<file path="config.mk">
export PLATFORM = sky130hd
export DESIGN_NAME = apf_top
export DESIGN_NICKNAME = d
export VERILOG_FILES = /design/src/core/placeholder_removed.sv /design/src/core/apf_pkg.sv /design/src/core/apf_rxfmt.sv /design/src/core/apf_top.sv
export SDC_FILE = /design/constraint.sdc
export NUM_CORES = 1
export LEC_CHECK = 0
export ABC_AREA = 1
export BUFFER_PORTS_ARGS = -buffer_cell sky130_fd_sc_hd__buf_2
export CORE_MARGIN = 8
export CORE_UTILIZATION = 40
export CTS_CLUSTER_SIZE = 25
export DETAILED_ROUTE_END_ITERATION = 6
export PLACE_DENSITY = 0.56
export REMOVE_ABC_BUFFERS = 1
export SYNTH_ARGS = -nofsm -noshare
export SYNTH_HDL_FRONTEND = slang
export SYNTH_SLANG_ARGS = --single-unit
export TNS_END_PERCENT = 100
</file>
<file path="constraint.sdc">
create_clock -name clk_i -period 6.2 [get_ports clk_i]
set_clock_uncertainty 0.05 [all_clocks]
set_input_delay 0.31 -clock clk_i [delete_from_list [all_inputs] [get_ports clk_i]]
set_output_delay 0.31 -clock clk_i [all_outputs]
set_load 0.05 [all_outputs]
</file>
<file path="src/core/placeholder_removed.sv">
// empty compile unit
`timescale 1ns/1ps
`default_nettype none
`default_nettype wire

</file>
<file path="src/core/apf_pkg.sv">
// apf_pkg: constants, types and helpers of the audio port block
// Overview of operation
// - slot size 8 to 32 bits, steps of four
// - reverse control bit-reverses received slot word
// - rotate received word right by 0 to 28
// - final mask keeps bits, pads others by choice
// - count sysclks per 32 master clocks, range-check
// - selected errors or mute input drive mute pin
// - selected error sources raise interrupt
// - burst: sync too early is unexpected
// - tdm: sync only at exact bit, before slot0
// - early sync: flag, finish frame, resync later
// - frame gap: flag at once, resync next sync
// - per slot, unrewritten buffer transfer is underrun
// - underrun flag sticky, write one clears
// - biphase mode underrun sends BIPHASE_ZEROS pattern
// - tdm underrun, not biphase, shifts zeros until port reset
// - per slot, unread buffer overwritten, overrun flagged
// - overrun flag sticky, write one clears
// - extra words per dma event flag dma error
package apf_pkg;

    // register byte offsets
    localparam logic [7:0] ADDR_CTRL = 8'h00;
    localparam logic [7:0] ADDR_RXFMT = 8'h04;
    localparam logic [7:0] ADDR_RXMASK = 8'h08;
    localparam logic [7:0] ADDR_STATUS = 8'h0C;
    localparam logic [7:0] ADDR_MUTE = 8'h10;
    localparam logic [7:0] ADDR_INTEN = 8'h14;
    localparam logic [7:0] ADDR_RXDATA = 8'h18;
    localparam logic [7:0] ADDR_TXDATA = 8'h1C;
    localparam logic [7:0] ADDR_CLKCHK_TX = 8'h20;
    localparam logic [7:0] ADDR_CLKCHK_RX = 8'h24;

    // control register fields
    localparam int CTRL_SOFT_RST = 8;
    localparam logic [7:0] CTRL_RST = 8'h00;

    // status flag positions
    localparam int NFLAG = 7;
    localparam int F_RX_OVR = 0;
    localparam int F_RX_SYNC = 1;
    localparam int F_RX_CLK = 2;
    localparam int F_TX_UND = 3;
    localparam int F_TX_SYNC = 4;
    localparam int F_TX_DMA = 5;
    localparam int F_TX_CLK = 6;

    // clock check register fields
    localparam int CK_MIN_LSB = 0;
    localparam int CK_MAX_LSB = 8;
    localparam logic [7:0] CK_MIN_RST = 8'h00;
    localparam logic [7:0] CK_MAX_RST = 8'hFF;
    localparam logic [7:0] SYS_CNT_SAT = 8'hFF;
    localparam logic [4:0] HCLK_LAST = 5'h1F;

    // synchronised pin positions
    localparam int NPIN = 6;
    localparam int PIN_BCLK = 0;
    localparam int PIN_FS = 1;
    localparam int PIN_RXD = 2;
    localparam int PIN_HCLK_TX = 3;
    localparam int PIN_HCLK_RX = 4;
    localparam int PIN_MUTE_IN = 5;

    // slot sizes and patterns
    localparam int SLOT_MIN_BITS = 8;
    localparam int SLOT_STEP = 4;
    localparam logic [2:0] SLOT_CODE_MAX = 3'h6;
    localparam logic [1:0] DELAY_MAX = 2'h2;
    localparam logic [31:0] RXMASK_RST = 32'hFFFF_FFFF;
    localparam logic [31:0] BIPHASE_ZEROS = 32'hCCCC_CCCC;

    localparam logic [1:0] PAD_ZERO = 2'h0;
    localparam logic [1:0] PAD_ONE = 2'h1;
    localparam logic [1:0] PAD_BIT = 2'h2;

    typedef struct packed {
        logic [4:0] pad_bit;
        logic [1:0] pad_mode;
        logic [1:0] data_delay;
        logic [2:0] slot_size;
        logic reverse;
        logic [2:0] rotate;
    } apf_rxfmt_t;

    localparam apf_rxfmt_t RXFMT_RST = '0;

    typedef enum logic [1:0] {
        S_IDLE,
        S_DELAY,
        S_ACTIVE,
        S_NEXT
    } apf_frame_state_t;

    function automatic logic [5:0] slot_bits(input logic [2:0] code);
        if (code > SLOT_CODE_MAX) begin
            slot_bits = 6'(SLOT_MIN_BITS + SLOT_STEP * int'(SLOT_CODE_MAX));
        end else begin
            slot_bits = 6'(SLOT_MIN_BITS + SLOT_STEP * int'(code));
        end
    endfunction : slot_bits

    function automatic logic [31:0] byte_mask(input logic [3:0] sel);
        byte_mask = {{8{sel[3]}}, {8{sel[2]}}, {8{sel[1]}}, {8{sel[0]}}};
    endfunction : byte_mask

    function automatic logic [31:0] wmerge(input logic [31:0] old, input logic [31:0] wdat, input logic [3:0] sel);
        wmerge = (old & ~byte_mask(sel)) | (wdat & byte_mask(sel));
    endfunction : wmerge

endpackage : apf_pkg

</file>
<file path="src/core/apf_rxfmt.sv">
// apf_rxfmt: receive format unit: reverse, rotate, mask and pad
`timescale 1ns/1ps
`default_nettype none
module apf_rxfmt (
    // configuration
    input wire apf_pkg::apf_rxfmt_t cfg_i,
    input wire logic [31:0] mask_i,
    // data
    input wire logic [31:0] slot_word_i,
    output logic [31:0] word_o
);
    import apf_pkg::*;

    logic [31:0] rev;
    logic [63:0] dbl;
    logic [31:0] rot;
    logic pad;

    always_comb begin
        for (int i = 0; i < 32; i++) begin
            rev[i] = cfg_i.reverse ? slot_word_i[31 - i] : slot_word_i[i];
        end
        dbl = {rev, rev} >> {cfg_i.rotate, 2'b00};
        rot = dbl[31:0];
        case (cfg_i.pad_mode)
            PAD_ONE: pad = 1'b1;
            PAD_BIT: pad = rot[cfg_i.pad_bit];
            default: pad = 1'b0;
        endcase
        for (int i = 0; i < 32; i++) begin
            word_o[i] = mask_i[i] ? rot[i] : pad;
        end
    end

endmodule : apf_rxfmt
`default_nettype wire

</file>
<file path="src/core/apf_top.sv">
// apf_top: audio port framer, receive formatting, error flags, clock check and mute
`timescale 1ns/1ps
`default_nettype none
module apf_top (
    // clock and reset
    input wire logic clk_i,
    input wire logic rst_i,
    // wishbone slave
    input wire logic wb_cyc_i,
    input wire logic wb_stb_i,
    input wire logic wb_we_i,
    input wire logic [7:0] wb_adr_i,
    input wire logic [3:0] wb_sel_i,
    input wire logic [31:0] wb_dat_i,
    output logic [31:0] wb_dat_o,
    output logic wb_ack_o,
    // serial link
    input wire logic bclk_i,
    input wire logic fsync_i,
    input wire logic rx_data_i,
    output logic tx_data_o,
    input wire logic tx_high_rate_clock_i,
    input wire logic rx_high_rate_clock_i,
    // mute and events
    input wire logic mute_input_pin_i,
    output logic mute_output_pin_o,
    output logic tx_dma_req_o,
    output logic rx_dma_req_o,
    output logic err_irq_o
);
    import apf_pkg::*;

    // pin synchronisers
    logic [NPIN-1:0] pin_meta_reg;
    logic [NPIN-1:0] pin_sync_reg;
    logic bclk_prev_reg;
    logic fs_prev_reg;

    always_ff @(posedge clk_i) begin
        if (rst_i) begin
            pin_meta_reg <= '0;
            pin_sync_reg <= '0;
        end else begin
            pin_meta_reg <= {mute_input_pin_i, rx_high_rate_clock_i, tx_high_rate_clock_i,
                             rx_data_i, fsync_i, bclk_i};
            pin_sync_reg <= pin_meta_reg;
        end
    end

    logic tick;
    logic fs_edge;
    assign tick = pin_sync_reg[PIN_BCLK] & ~bclk_prev_reg;
    assign fs_edge = tick & pin_sync_reg[PIN_FS] & ~fs_prev_reg;

    always_ff @(posedge clk_i) begin
        if (rst_i) begin
            bclk_prev_reg <= 1'b0;
            fs_prev_reg <= 1'b0;
        end else begin
            bclk_prev_reg <= pin_sync_reg[PIN_BCLK];
            if (tick) begin
                fs_prev_reg <= pin_sync_reg[PIN_FS];
            end
        end
    end

    // software registers
    logic enable_reg;
    logic tdm_reg;
    logic biphase_audio_tx_mode_reg;
    logic [4:0] slots_m1_reg;
    apf_rxfmt_t receive_format_register_reg;
    logic [31:0] rx_mask_reg;
    logic [NFLAG-1:0] mute_sel_reg;
    logic mute_in_en_reg;
    logic mute_level_reg;
    logic [NFLAG-1:0] int_en_reg;
    logic [7:0] clk_min_reg [2];
    logic [7:0] clk_max_reg [2];
    logic [7:0] clk_cnt_reg [2];
    logic [NFLAG-1:0] flags_reg;
    logic [31:0] rx_buf_reg;
    logic rx_full_reg;
    logic [31:0] serializer_buffer_reg;
    logic tx_fresh_reg;
    logic zero_lock_reg;

    logic wb_req;
    logic wr_fire;
    logic rd_fire;
    logic soft_rst;
    logic port_rst;
    logic [31:0] wr_word;
    logic [31:0] rd_word;

    assign wb_req = wb_cyc_i & wb_stb_i;
    assign wr_fire = wb_req & wb_we_i & wb_ack_o;
    assign rd_fire = wb_req & ~wb_we_i & wb_ack_o;
    assign soft_rst = wr_fire && wb_adr_i == ADDR_CTRL && wb_sel_i[1] && wb_dat_i[CTRL_SOFT_RST];
    assign port_rst = rst_i | soft_rst;
    assign wr_word = wmerge(32'({clk_max_reg[wb_adr_i[2]], clk_min_reg[wb_adr_i[2]]}), wb_dat_i, wb_sel_i);

    always_ff @(posedge clk_i) begin
        if (rst_i) begin
            wb_ack_o <= 1'b0;
            wb_dat_o <= 32'h0000_0000;
        end else begin
            wb_ack_o <= wb_req & ~wb_ack_o;
            if (wb_req && !wb_ack_o) begin
                wb_dat_o <= wb_we_i ? 32'h0000_0000 : rd_word;
            end
        end
    end

    always_comb begin
        case (wb_adr_i)
            ADDR_CTRL: rd_word = 32'({slots_m1_reg, biphase_audio_tx_mode_reg, tdm_reg, enable_reg});
            ADDR_RXFMT: rd_word = 32'(receive_format_register_reg);
            ADDR_RXMASK: rd_word = rx_mask_reg;
            ADDR_STATUS: rd_word = 32'({zero_lock_reg, tx_fresh_reg, rx_full_reg, flags_reg});
            ADDR_MUTE: rd_word = 32'({mute_level_reg, mute_in_en_reg, mute_sel_reg});
            ADDR_INTEN: rd_word = 32'(int_en_reg);
            ADDR_RXDATA: rd_word = rx_buf_reg;
            ADDR_CLKCHK_TX: rd_word = 32'({clk_cnt_reg[0], clk_max_reg[0], clk_min_reg[0]});
            ADDR_CLKCHK_RX: rd_word = 32'({clk_cnt_reg[1], clk_max_reg[1], clk_min_reg[1]});
            default: rd_word = 32'h0000_0000;
        endcase
    end

    // configuration writes honour byte enables
    always_ff @(posedge clk_i) begin
        if (rst_i) begin
            {slots_m1_reg, biphase_audio_tx_mode_reg, tdm_reg, enable_reg} <= CTRL_RST;
            receive_format_register_reg <= RXFMT_RST;
            rx_mask_reg <= RXMASK_RST;
            {mute_level_reg, mute_in_en_reg, mute_sel_reg} <= '0;
            int_en_reg <= '0;
            for (int k = 0; k < 2; k++) begin
                clk_min_reg[k] <= CK_MIN_RST;
                clk_max_reg[k] <= CK_MAX_RST;
            end
        end else if (wr_fire) begin
            case (wb_adr_i)
                ADDR_CTRL: {slots_m1_reg, biphase_audio_tx_mode_reg, tdm_reg, enable_reg} <=
                    8'(wmerge(32'({slots_m1_reg, biphase_audio_tx_mode_reg, tdm_reg, enable_reg}),
                              wb_dat_i, wb_sel_i));
                ADDR_RXFMT: receive_format_register_reg <=
                    apf_rxfmt_t'(16'(wmerge(32'(receive_format_register_reg), wb_dat_i, wb_sel_i)));
                ADDR_RXMASK: rx_mask_reg <= wmerge(rx_mask_reg, wb_dat_i, wb_sel_i);
                ADDR_MUTE: {mute_level_reg, mute_in_en_reg, mute_sel_reg} <=
                    9'(wmerge(32'({mute_level_reg, mute_in_en_reg, mute_sel_reg}), wb_dat_i, wb_sel_i));
                ADDR_INTEN: int_en_reg <= NFLAG'(wmerge(32'(int_en_reg), wb_dat_i, wb_sel_i));
                ADDR_CLKCHK_TX, ADDR_CLKCHK_RX: begin
                    clk_min_reg[wb_adr_i[2]] <= wr_word[CK_MIN_LSB +: 8];
                    clk_max_reg[wb_adr_i[2]] <= wr_word[CK_MAX_LSB +: 8];
                end
                default: ;
            endcase
        end
    end

    // frame tracking
    apf_frame_state_t state_reg;
    logic [1:0] dly_cnt_reg;
    logic armed_reg;
    logic [10:0] fbit_reg;
    logic [5:0] bidx_reg;
    logic [5:0] sbits;
    logic [10:0] frame_bits;
    logic [1:0] dly;
    logic [10:0] fbit_cur;
    logic [5:0] bidx_cur;
    logic [10:0] rem;
    logic start_now;
    logic first_bit;
    logic data_bit;
    logic sync_err;
    logic arm_set;
    logic slot_first;
    logic slot_last;
    logic frame_last;

    always_comb begin
        sbits = slot_bits(receive_format_register_reg.slot_size);
        frame_bits = tdm_reg ? 11'((int'(slots_m1_reg) + 1) * int'(sbits)) : 11'(sbits);
        dly = (receive_format_register_reg.data_delay > DELAY_MAX) ? DELAY_MAX
                                                                   : receive_format_register_reg.data_delay;
        start_now = 1'b0;
        first_bit = 1'b0;
        sync_err = 1'b0;
        arm_set = 1'b0;
        case (state_reg)
            S_IDLE: begin
                start_now = fs_edge;
            end
            S_DELAY: begin
                sync_err = fs_edge;
                first_bit = tick && dly_cnt_reg == 2'h1;
            end
            S_ACTIVE: begin
                // expected sync: dly bits before frame end
                if (fs_edge && rem == 11'(dly)) begin
                    arm_set = 1'b1;
                end else if (fs_edge) begin
                    sync_err = 1'b1;
                end
            end
            S_NEXT: begin
                if (armed_reg) begin
                    first_bit = tick;
                    sync_err = fs_edge;
                end else if (fs_edge) begin
                    start_now = 1'b1;
                    sync_err = dly != 2'h0;
                end else begin
                    sync_err = tick;
                end
            end
            default: ;
        endcase
        if (start_now && dly == 2'h0) begin
            first_bit = 1'b1;
        end
        data_bit = tick & (state_reg == S_ACTIVE | first_bit);
        fbit_cur = first_bit ? 11'h000 : fbit_reg;
        bidx_cur = (first_bit || bidx_reg == sbits) ? 6'h00 : bidx_reg;
        rem = frame_bits - fbit_cur;
        slot_first = bidx_cur == 6'h00;
        slot_last = bidx_cur == sbits - 6'h01;
        frame_last = fbit_cur == frame_bits - 11'h001;
    end

    always_ff @(posedge clk_i) begin
        if (port_rst || !enable_reg) begin
            state_reg <= S_IDLE;
            dly_cnt_reg <= 2'h0;
            armed_reg <= 1'b0;
            fbit_reg <= 11'h000;
            bidx_reg <= 6'h00;
        end else if (tick) begin
            if (arm_set) begin
                armed_reg <= 1'b1;
            end else if (first_bit) begin
                armed_reg <= 1'b0;
            end
            if (data_bit) begin
                fbit_reg <= fbit_cur + 11'h001;
                bidx_reg <= bidx_cur + 6'h01;
                state_reg <= frame_last ? S_NEXT : S_ACTIVE;
            end else begin
                case (state_reg)
                    S_IDLE, S_NEXT: begin
                        state_reg <= start_now ? S_DELAY : S_IDLE;
                        dly_cnt_reg <= dly;
                    end
                    S_DELAY: dly_cnt_reg <= dly_cnt_reg - 2'h1;
                    default: state_reg <= S_IDLE;
                endcase
            end
        end
    end

    // receive serializer and buffer
    logic [31:0] serializer_shift_register_reg;
    logic [31:0] rx_slot_word;
    logic [31:0] rx_fmt_word;
    logic rx_slot_done;
    logic rx_ovr_evt;

    assign rx_slot_word = {pin_sync_reg[PIN_RXD], slot_first ? 31'h0 : serializer_shift_register_reg[31:1]};
    assign rx_slot_done = data_bit & slot_last;
    logic rd_fire_rx;
    assign rd_fire_rx = rd_fire && wb_adr_i == ADDR_RXDATA;
    assign rx_ovr_evt = rx_slot_done & rx_full_reg & ~rd_fire_rx;

    apf_rxfmt u_rxfmt (
        .cfg_i(receive_format_register_reg),
        .mask_i(rx_mask_reg),
        .slot_word_i(rx_slot_word),
        .word_o(rx_fmt_word)
    );

    always_ff @(posedge clk_i) begin
        if (port_rst) begin
            serializer_shift_register_reg <= 32'h0000_0000;
            rx_buf_reg <= 32'h0000_0000;
            rx_full_reg <= 1'b0;
            rx_dma_req_o <= 1'b0;
        end else begin
            rx_dma_req_o <= rx_slot_done;
            if (data_bit) begin
                serializer_shift_register_reg <= rx_slot_word;
            end
            if (rx_slot_done) begin
                rx_buf_reg <= rx_fmt_word;
                rx_full_reg <= 1'b1;
            end else if (rd_fire_rx) begin
                rx_full_reg <= 1'b0;
            end
        end
    end

    // transmit serializer
    logic [31:0] tx_sh_reg;
    logic [31:0] tx_load;
    logic tx_xfer;
    logic tx_und_evt;
    logic tx_wr;
    logic tx_dma_evt;

    assign tx_xfer = data_bit & slot_first;
    assign tx_und_evt = tx_xfer & ~tx_fresh_reg;
    assign tx_wr = wr_fire && wb_adr_i == ADDR_TXDATA;
    assign tx_dma_evt = tx_wr & tx_fresh_reg & ~tx_xfer;

    always_comb begin
        if (!tx_xfer) begin
            tx_load = tx_sh_reg;
        end else if (tx_fresh_reg) begin
            tx_load = serializer_buffer_reg;
        end else if (biphase_audio_tx_mode_reg) begin
            tx_load = BIPHASE_ZEROS;
        end else begin
            tx_load = 32'h0000_0000;
        end
    end

    always_ff @(posedge clk_i) begin
        if (port_rst) begin
            tx_sh_reg <= 32'h0000_0000;
            tx_data_o <= 1'b0;
            serializer_buffer_reg <= 32'h0000_0000;
            tx_fresh_reg <= 1'b0;
            zero_lock_reg <= 1'b0;
            tx_dma_req_o <= 1'b0;
        end else begin
            tx_dma_req_o <= tx_xfer;
            if (data_bit) begin
                tx_data_o <= zero_lock_reg ? 1'b0 : tx_load[31];
                tx_sh_reg <= {tx_load[30:0], 1'b0};
            end
            if (tx_und_evt && tdm_reg && !biphase_audio_tx_mode_reg) begin
                zero_lock_reg <= 1'b1;
            end
            if (tx_wr && !tx_dma_evt) begin
                serializer_buffer_reg <= wmerge(serializer_buffer_reg, wb_dat_i, wb_sel_i);
                tx_fresh_reg <= 1'b1;
            end else if (tx_xfer) begin
                tx_fresh_reg <= 1'b0;
            end
        end
    end

    // master clock range check
    logic [1:0] clk_fail;

    for (genvar k = 0; k < 2; k++) begin : g_clkchk
        logic hprev_reg;
        logic [4:0] hcnt_reg;
        logic [7:0] sys_reg;
        logic hedge;
        logic mark;
        assign hedge = pin_sync_reg[PIN_HCLK_TX + k] & ~hprev_reg;
        assign mark = hedge && hcnt_reg == HCLK_LAST;
        assign clk_fail[k] = (mark && sys_reg < clk_min_reg[k]) || sys_reg > clk_max_reg[k];
        always_ff @(posedge clk_i) begin
            if (rst_i) begin
                hprev_reg <= 1'b0;
                hcnt_reg <= 5'h00;
                sys_reg <= 8'h00;
                clk_cnt_reg[k] <= 8'h00;
            end else begin
                hprev_reg <= pin_sync_reg[PIN_HCLK_TX + k];
                if (hedge) begin
                    hcnt_reg <= hcnt_reg + 5'h01;
                end
                if (mark) begin
                    clk_cnt_reg[k] <= sys_reg;
                    sys_reg <= 8'h00;
                end else if (sys_reg != SYS_CNT_SAT) begin
                    sys_reg <= sys_reg + 8'h01;
                end
            end
        end
    end

    // sticky flags, write one clears, set wins
    logic [NFLAG-1:0] flag_set;
    logic [NFLAG-1:0] flag_clr;

    always_comb begin
        flag_set = '0;
        flag_set[F_RX_OVR] = rx_ovr_evt;
        flag_set[F_RX_SYNC] = sync_err;
        flag_set[F_TX_SYNC] = sync_err;
        flag_set[F_TX_UND] = tx_und_evt;
        flag_set[F_TX_DMA] = tx_dma_evt;
        flag_set[F_TX_CLK] = clk_fail[0];
        flag_set[F_RX_CLK] = clk_fail[1];
        flag_clr = (wr_fire && wb_adr_i == ADDR_STATUS) ? NFLAG'(wb_dat_i & byte_mask(wb_sel_i)) : '0;
    end

    always_ff @(posedge clk_i) begin
        if (rst_i) begin
            flags_reg <= '0;
        end else begin
            flags_reg <= (flags_reg & ~flag_clr) | flag_set;
        end
    end

    // mute pin and error interrupt
    always_ff @(posedge clk_i) begin
        if (rst_i) begin
            mute_output_pin_o <= 1'b1;
            err_irq_o <= 1'b0;
        end else begin
            if ((|(flags_reg & mute_sel_reg)) || (mute_in_en_reg && pin_sync_reg[PIN_MUTE_IN])) begin
                mute_output_pin_o <= mute_level_reg;
            end else begin
                mute_output_pin_o <= ~mute_level_reg;
            end
            err_irq_o <= |(flags_reg & int_en_reg);
        end
    end

endmodule : apf_top
`default_nettype wire

</file>
# Yosys cells after proc, flatten, opt, wreduce, memory -nomap -nowiden
# Memories as Yosys holds them, arrays and structs flattened.
# Index checks and enable logic that the tools add are counted.
[classes]
mux = 124
bitwise = 55
n_lt_le_gt_ge = 7
n_eq_ne = 24
reduce_logical = 53
shifts = 1
multipliers = 1
n_addsub = 12
[ops]
columns = ["operator", "count"]
rows = [
  ["32-bit one-hot mux with 9 select lines", 1],
  ["32-bit 2-to-1 mux", 4],
  ["1-bit 2-to-1 mux", 100],
  ["32-bit AND", 3],
  ["32-bit OR", 2],
  ["64-bit by 5-bit right shift with 32-bit output", 1],
  ["16-bit AND", 2],
  ["8-bit by 5-bit == test with 1-bit output, second input constant", 4],
  ["8-bit 2-to-1 mux", 4],
  ["32-bit NOT", 1],
  ["16-bit OR", 2],
  ["31-bit 2-to-1 mux", 1],
  ["7-bit AND", 4],
  ["11-bit 2-to-1 mux", 2],
  ["1-bit AND", 19],
  ["1-bit logical AND", 18],
  ["8-bit by 1-bit adder with 8-bit output, second input constant", 2],
  ["8-bit by 4-bit == test with 1-bit output, second input constant", 2],
  ["8-bit by 6-bit == test with 1-bit output, second input constant", 2],
  ["8-bit > comparator", 2],
  ["8-bit < comparator", 2],
  ["8-bit != test, second input constant", 2],
  ["2-bit AND reduction", 8],
  ["8-bit OR reduction", 2],
  ["other kinds (45)", 87],
]
[word_totals]
output_inout_bits = 38
elab_cells = 325
mem_count = 3
register_bits = 311
ramBits = 48
[memory_table]
columns = ["name", "words", "word_bits", "rd", "rd_clocked_by_memory_dff", "write_ports", "line_no", "rtl"]
rows = [
  ["clk_cnt_reg", 2, 8, 2, 0, 2, "apf_top.sv:80", "logic [7:0] clk_cnt_reg [2];"],
  ["clk_max_reg", 2, 8, 3, 0, 2, "apf_top.sv:79", "logic [7:0] clk_max_reg [2];"],
  ["clk_min_reg", 2, 8, 3, 0, 2, "apf_top.sv:78", "logic [7:0] clk_min_reg [2];"],
]

# Depth between registers and ports, before layout
[depth]
depth_word = 19
ltp_mapped = 35

# Hierarchy
# A second synthesis with hierarchy kept.
[hier_totals]
cells_unflattened = 2938
hier_area_um2 = 20783.7
[by_module_without_submodules]
columns = ["module", "instances", "cells_per_inst", "seq_area_each_um2", "area_per_inst_um2"]
rows = [
  ["apf_top", 1, 2429, 7647.3, 18042.3],
  ["apf_rxfmt", 1, 509, 0.0, 2741.4],
]

# Worst setup path after synthesis
# OpenSTA, ideal clock, no wires.
[synth_timing]
kind = "reg-to-reg"
start = "reg (tool-made name)"
end = "reg flags_reg[1]"
slack_ns = 1.274
arrival_ns = 4.743
setup_ns = 0.132
stages_incl_launch_ff = 28
n_path_buf = 0
period_less_slack_ns = 4.926
path_cell_list = "dfxtp_1 -> ha_1 -> xor2_1 -> nand2_1 -> fa_1 -> fa_1 -> inv_1 -> ha_1 -> ha_1 -> inv_1 -> fa_1 -> inv_1 -> nor2_1 -> nor3_1 -> ha_1 -> inv_1 -> o21ai_0 -> nand2_1 -> inv_1 -> nor2_1 -> nor2_1 -> nor2_1 -> nor2_1 -> nor4_1 -> nand3_1 -> nand3_1 -> a31o_2 -> a21oi_1"
[synth_lines]
columns = ["item", "line_no", "rtl"]
rows = [
  ["to (signal assigned)", "apf_top.sv:407", "flags_reg <= (flags_reg & ~flag_clr) | flag_set;"],
  ["to (decl)", "apf_top.sv:81", "logic [NFLAG-1:0] flags_reg;"],
]

==> run_results.csv <==
group,metric,value,unit
place,dp.cells,3394,
synth,yosysWarnings,0,
synth,yosysTopAreaCellShare,0.311,
finish,final_cells,3489,
finish,n_antenna_cell,0,
timing,relSlewSlack,0.128,
synth,synth_enable_flop_cells,48,
place,pre_cts_ws,0.456,ns
cts,clockRootBuffer,"clkbuf_16",
synth,synth_cell_types,59,
setup_path,crit_fanout,7,
synth,yosys_register_bits,358,
global_routing,grt_max_degree,106,
detailed_routing,vias,19000,
timing,setup_ws,0.645,ns
power,internal_power,3.80,mW
floorplan,rows,82,
synth,yosysSeqAreaShare,0.383,
timing,slew_viol_final,0,
cts,cts_setup_buffers,0,
timing,fin_crit,5.55,ns
synth,async_flop_share,0,
power,swShare,0.235,
global_routing,grt_pass1_wl,105000,µm
run,cap_viol_max_count,0,
cts,cts_buffer_depth,3,
finish,drive_gt1_frac,0.0909,
cts,path_clk_slew,0.06,ns
synth,ys_top_cells_by_area,"dfxtp_1, nand2_1, nand3_1",
floorplan,start_util,0.402,
outcome,status,"complete, no violations",
synth,syn_area_per_cell,7.27,µm²
synth,synth_ff_type,"dfxtp_1",
synth,synthCells,2748,
detailed_routing,final_antenna_net_count,0,
place,routabilityCongestion,0.917,
timing,fmax,0.180,GHz
detailed_routing,drt-initial-drc-count,1612,
detailed_routing,drc,0,
power,power,4.97,mW
floorplan,core_area,49800,µm²
power,vdd_ir_drop_max,0.161,mV
timing,rsz0062_at_grt,"no",
min_path,hp-class,"in -> reg",
cts,cts_inserted_buffers,41,
place,hpwl,49800,µm
power,clockPowerShare,0.482,
synth,yosys-top-cells-count,"nand2_1, inv_1, nand3_1",
power,p_per_area,222,nW/µm²
global_routing,antenna_found_initial,1,
power,static-leakage-power,8.99,nW
timing,hold_violations,0,
cts,htree_levels,2,
power,seqPwrFrac,0.478,
power,combPwrFrac,0.039,
floorplan,dieWidth,240,µm
floorplan,die-area,57400,µm²
finish,nets,2928,
synth,synth.cell_area,20000,µm²
detailed_routing,viasPerCell,5.46,
setup_path,critPathArrivalTime,5.92,ns
floorplan,ios,93,
timing,worst_pin_slew,1.31,ns
setup_path,worstSetupStartpointType,"flip-flop",
setup_path,critPathKind,"reg -> reg",
floorplan,die_y,240,µm
global_routing,grt_pass1_vias,18000,
global_routing,gr-total-overflow,0,
cts,clock_latency,0.58,ns
finish,area_delta_synth_final,12.0,%
synth,synth_area_leader_cell,"dfxtp_1",
detailed_routing,first_pass_iters,6,
power,p_switching,1.17,mW
synth,yosysMostFrequentCell,"nand2_1",
setup_path,cp-end-kind,"flip-flop",
global_routing,grt.total_usage,0.233,
cts,cts_sinks,358,
cts,tritoncts,"built",
timing,fin_crit_sh,0.896,
timing,setup_viol_count_final,0,
detailed_routing,routed_wl,68700,µm
detailed_routing,wire_per_inst,19.7,µm
place,place.port_buffers,92,
setup_path,cp_data_required_time,6.57,ns
-- power by group through the flow --
| stage | sequential, mW | clock (mW) | combinational [mW] |
|---|---|---|---|
| final | 2.38 | 2.40 | 0.195 |
| after global routing | 2.38 | 2.53 | 0.213 |
| after CTS | 2.38 | 2.45 | 0.194 |
| after detailed placement | 2.43 | 0 | 0.183 |
| after global placement | 2.43 | 0 | 0.180 |
| after floorplan | 2.43 | 0 | 0.0808 |
-- layer usage --
metal / global-route usage / vias up / wire length, µm
li1: - / 9364 / -
met1: 0.318 / 8911 / 31600
met2: 0.370 / 621 / 30500
met3: 0.0400 / 137 / 4210
met4: 0.0803 / 0 / 2360
met5: 0 / - / 0
-- area by class of cell --
type | count | area, µm²
Fill cell | 5133 | 27400
Multi-Input combinational cell | 1895 | 10400
Sequential cell | 358 | 7650
Inverter | 356 | 1340
Clock buffer | 61 | 1200
Timing Repair Buffer | 135 | 841
Tap cell | 672 | 841
Clock inverter | 12 | 100
-- final timing paths --
kind                                 startpoint               to  slack (ns)  cells after the start
worst max-delay path                  flip-flop     flags_reg[4]        0.65                     27
worst max register to register        flip-flop     flags_reg[4]        0.65                     27
worst min register to register  pin_meta_reg[4]  pin_sync_reg[4]        0.35                      2
worst min-delay path               wb_dat_i[15]        flip-flop        0.05                      3
-- cell families (layout without fill, tap and decap cells) --
logic type / count (synthesis) / count (layout) / share of synthesized area
AND/OR/NAND/NOR: 1158 / 1158 / 0.254
AO/OA/AOI/OAI: 619 / 619 / 0.194
buffers and inverters: 495 / 564 / 0.0987
flip-flops: 358 / 358 / 0.383
adder cells (fa/ha/maj): 86 / 86 / 0.0569
XOR/XNOR: 32 / 32 / 0.0140
-- per-stage QoR --
stage          hold WS, ns  area [µm²]  setup TNS [ns]   util
5_1_grt             0.0419       22400               0  0.450
3_5_place_dp         0.345       20900               0  0.419
3_3_place_gp         0.340       20900               0  0.419
4_1_cts             0.0292       22400               0  0.450
6_report            0.0491       22400               0  0.450
2_1_floorplan        0.329       19300         -119.81      -
-- placed cells by master (no fill, tap or decap), types with 42 or more instances in the layout --
| master | instances |
|---|---|
| inv_1 | 343 |
| ha_1 | 78 |
| o21ai_0 | 124 |
| clkbuf_16 | 42 |
| nand3_1 | 320 |
| dfxtp_1 | 310 |
| edfxtp_1 | 48 |
| buf_2 | 91 |
| nor2_1 | 225 |
| a21oi_1 | 269 |
| o211ai_1 | 56 |
| nand2_1 | 512 |
-- repair_timing --
item	4_1_cts	5_1_grt
hold buffers	22	0
endpoints found under the hold margin	34	0
endpoints found under the setup margin	0	2
gates resized for setup	0	2
-- critical path, cell delays in order, from the launching register on --
cell	delay, ns
dfxtp_1	0.44
ha_1	0.23
xor2_1	0.34
nand2_1	0.12
fa_1	0.47
fa_1	0.55
inv_1	0.04
ha_1	0.28
ha_1	0.29
nand2_1	0.06
o21ai_0	0.20
ha_1	0.41
inv_1	0.07
o21ai_0	0.27
a21oi_1	0.12
o21ai_0	0.26
nand2_1	0.10
inv_1	0.08
nor2_1	0.04
nor2_1	0.08
nor2_1	0.06
nand2_1	0.05
inv_1	0.04
nor4_1	0.27
nand3_1	0.16
nand3_1	0.10
a31o_2	0.17
a21oi_1	0.06
Power figures use the tool's default switching activity.
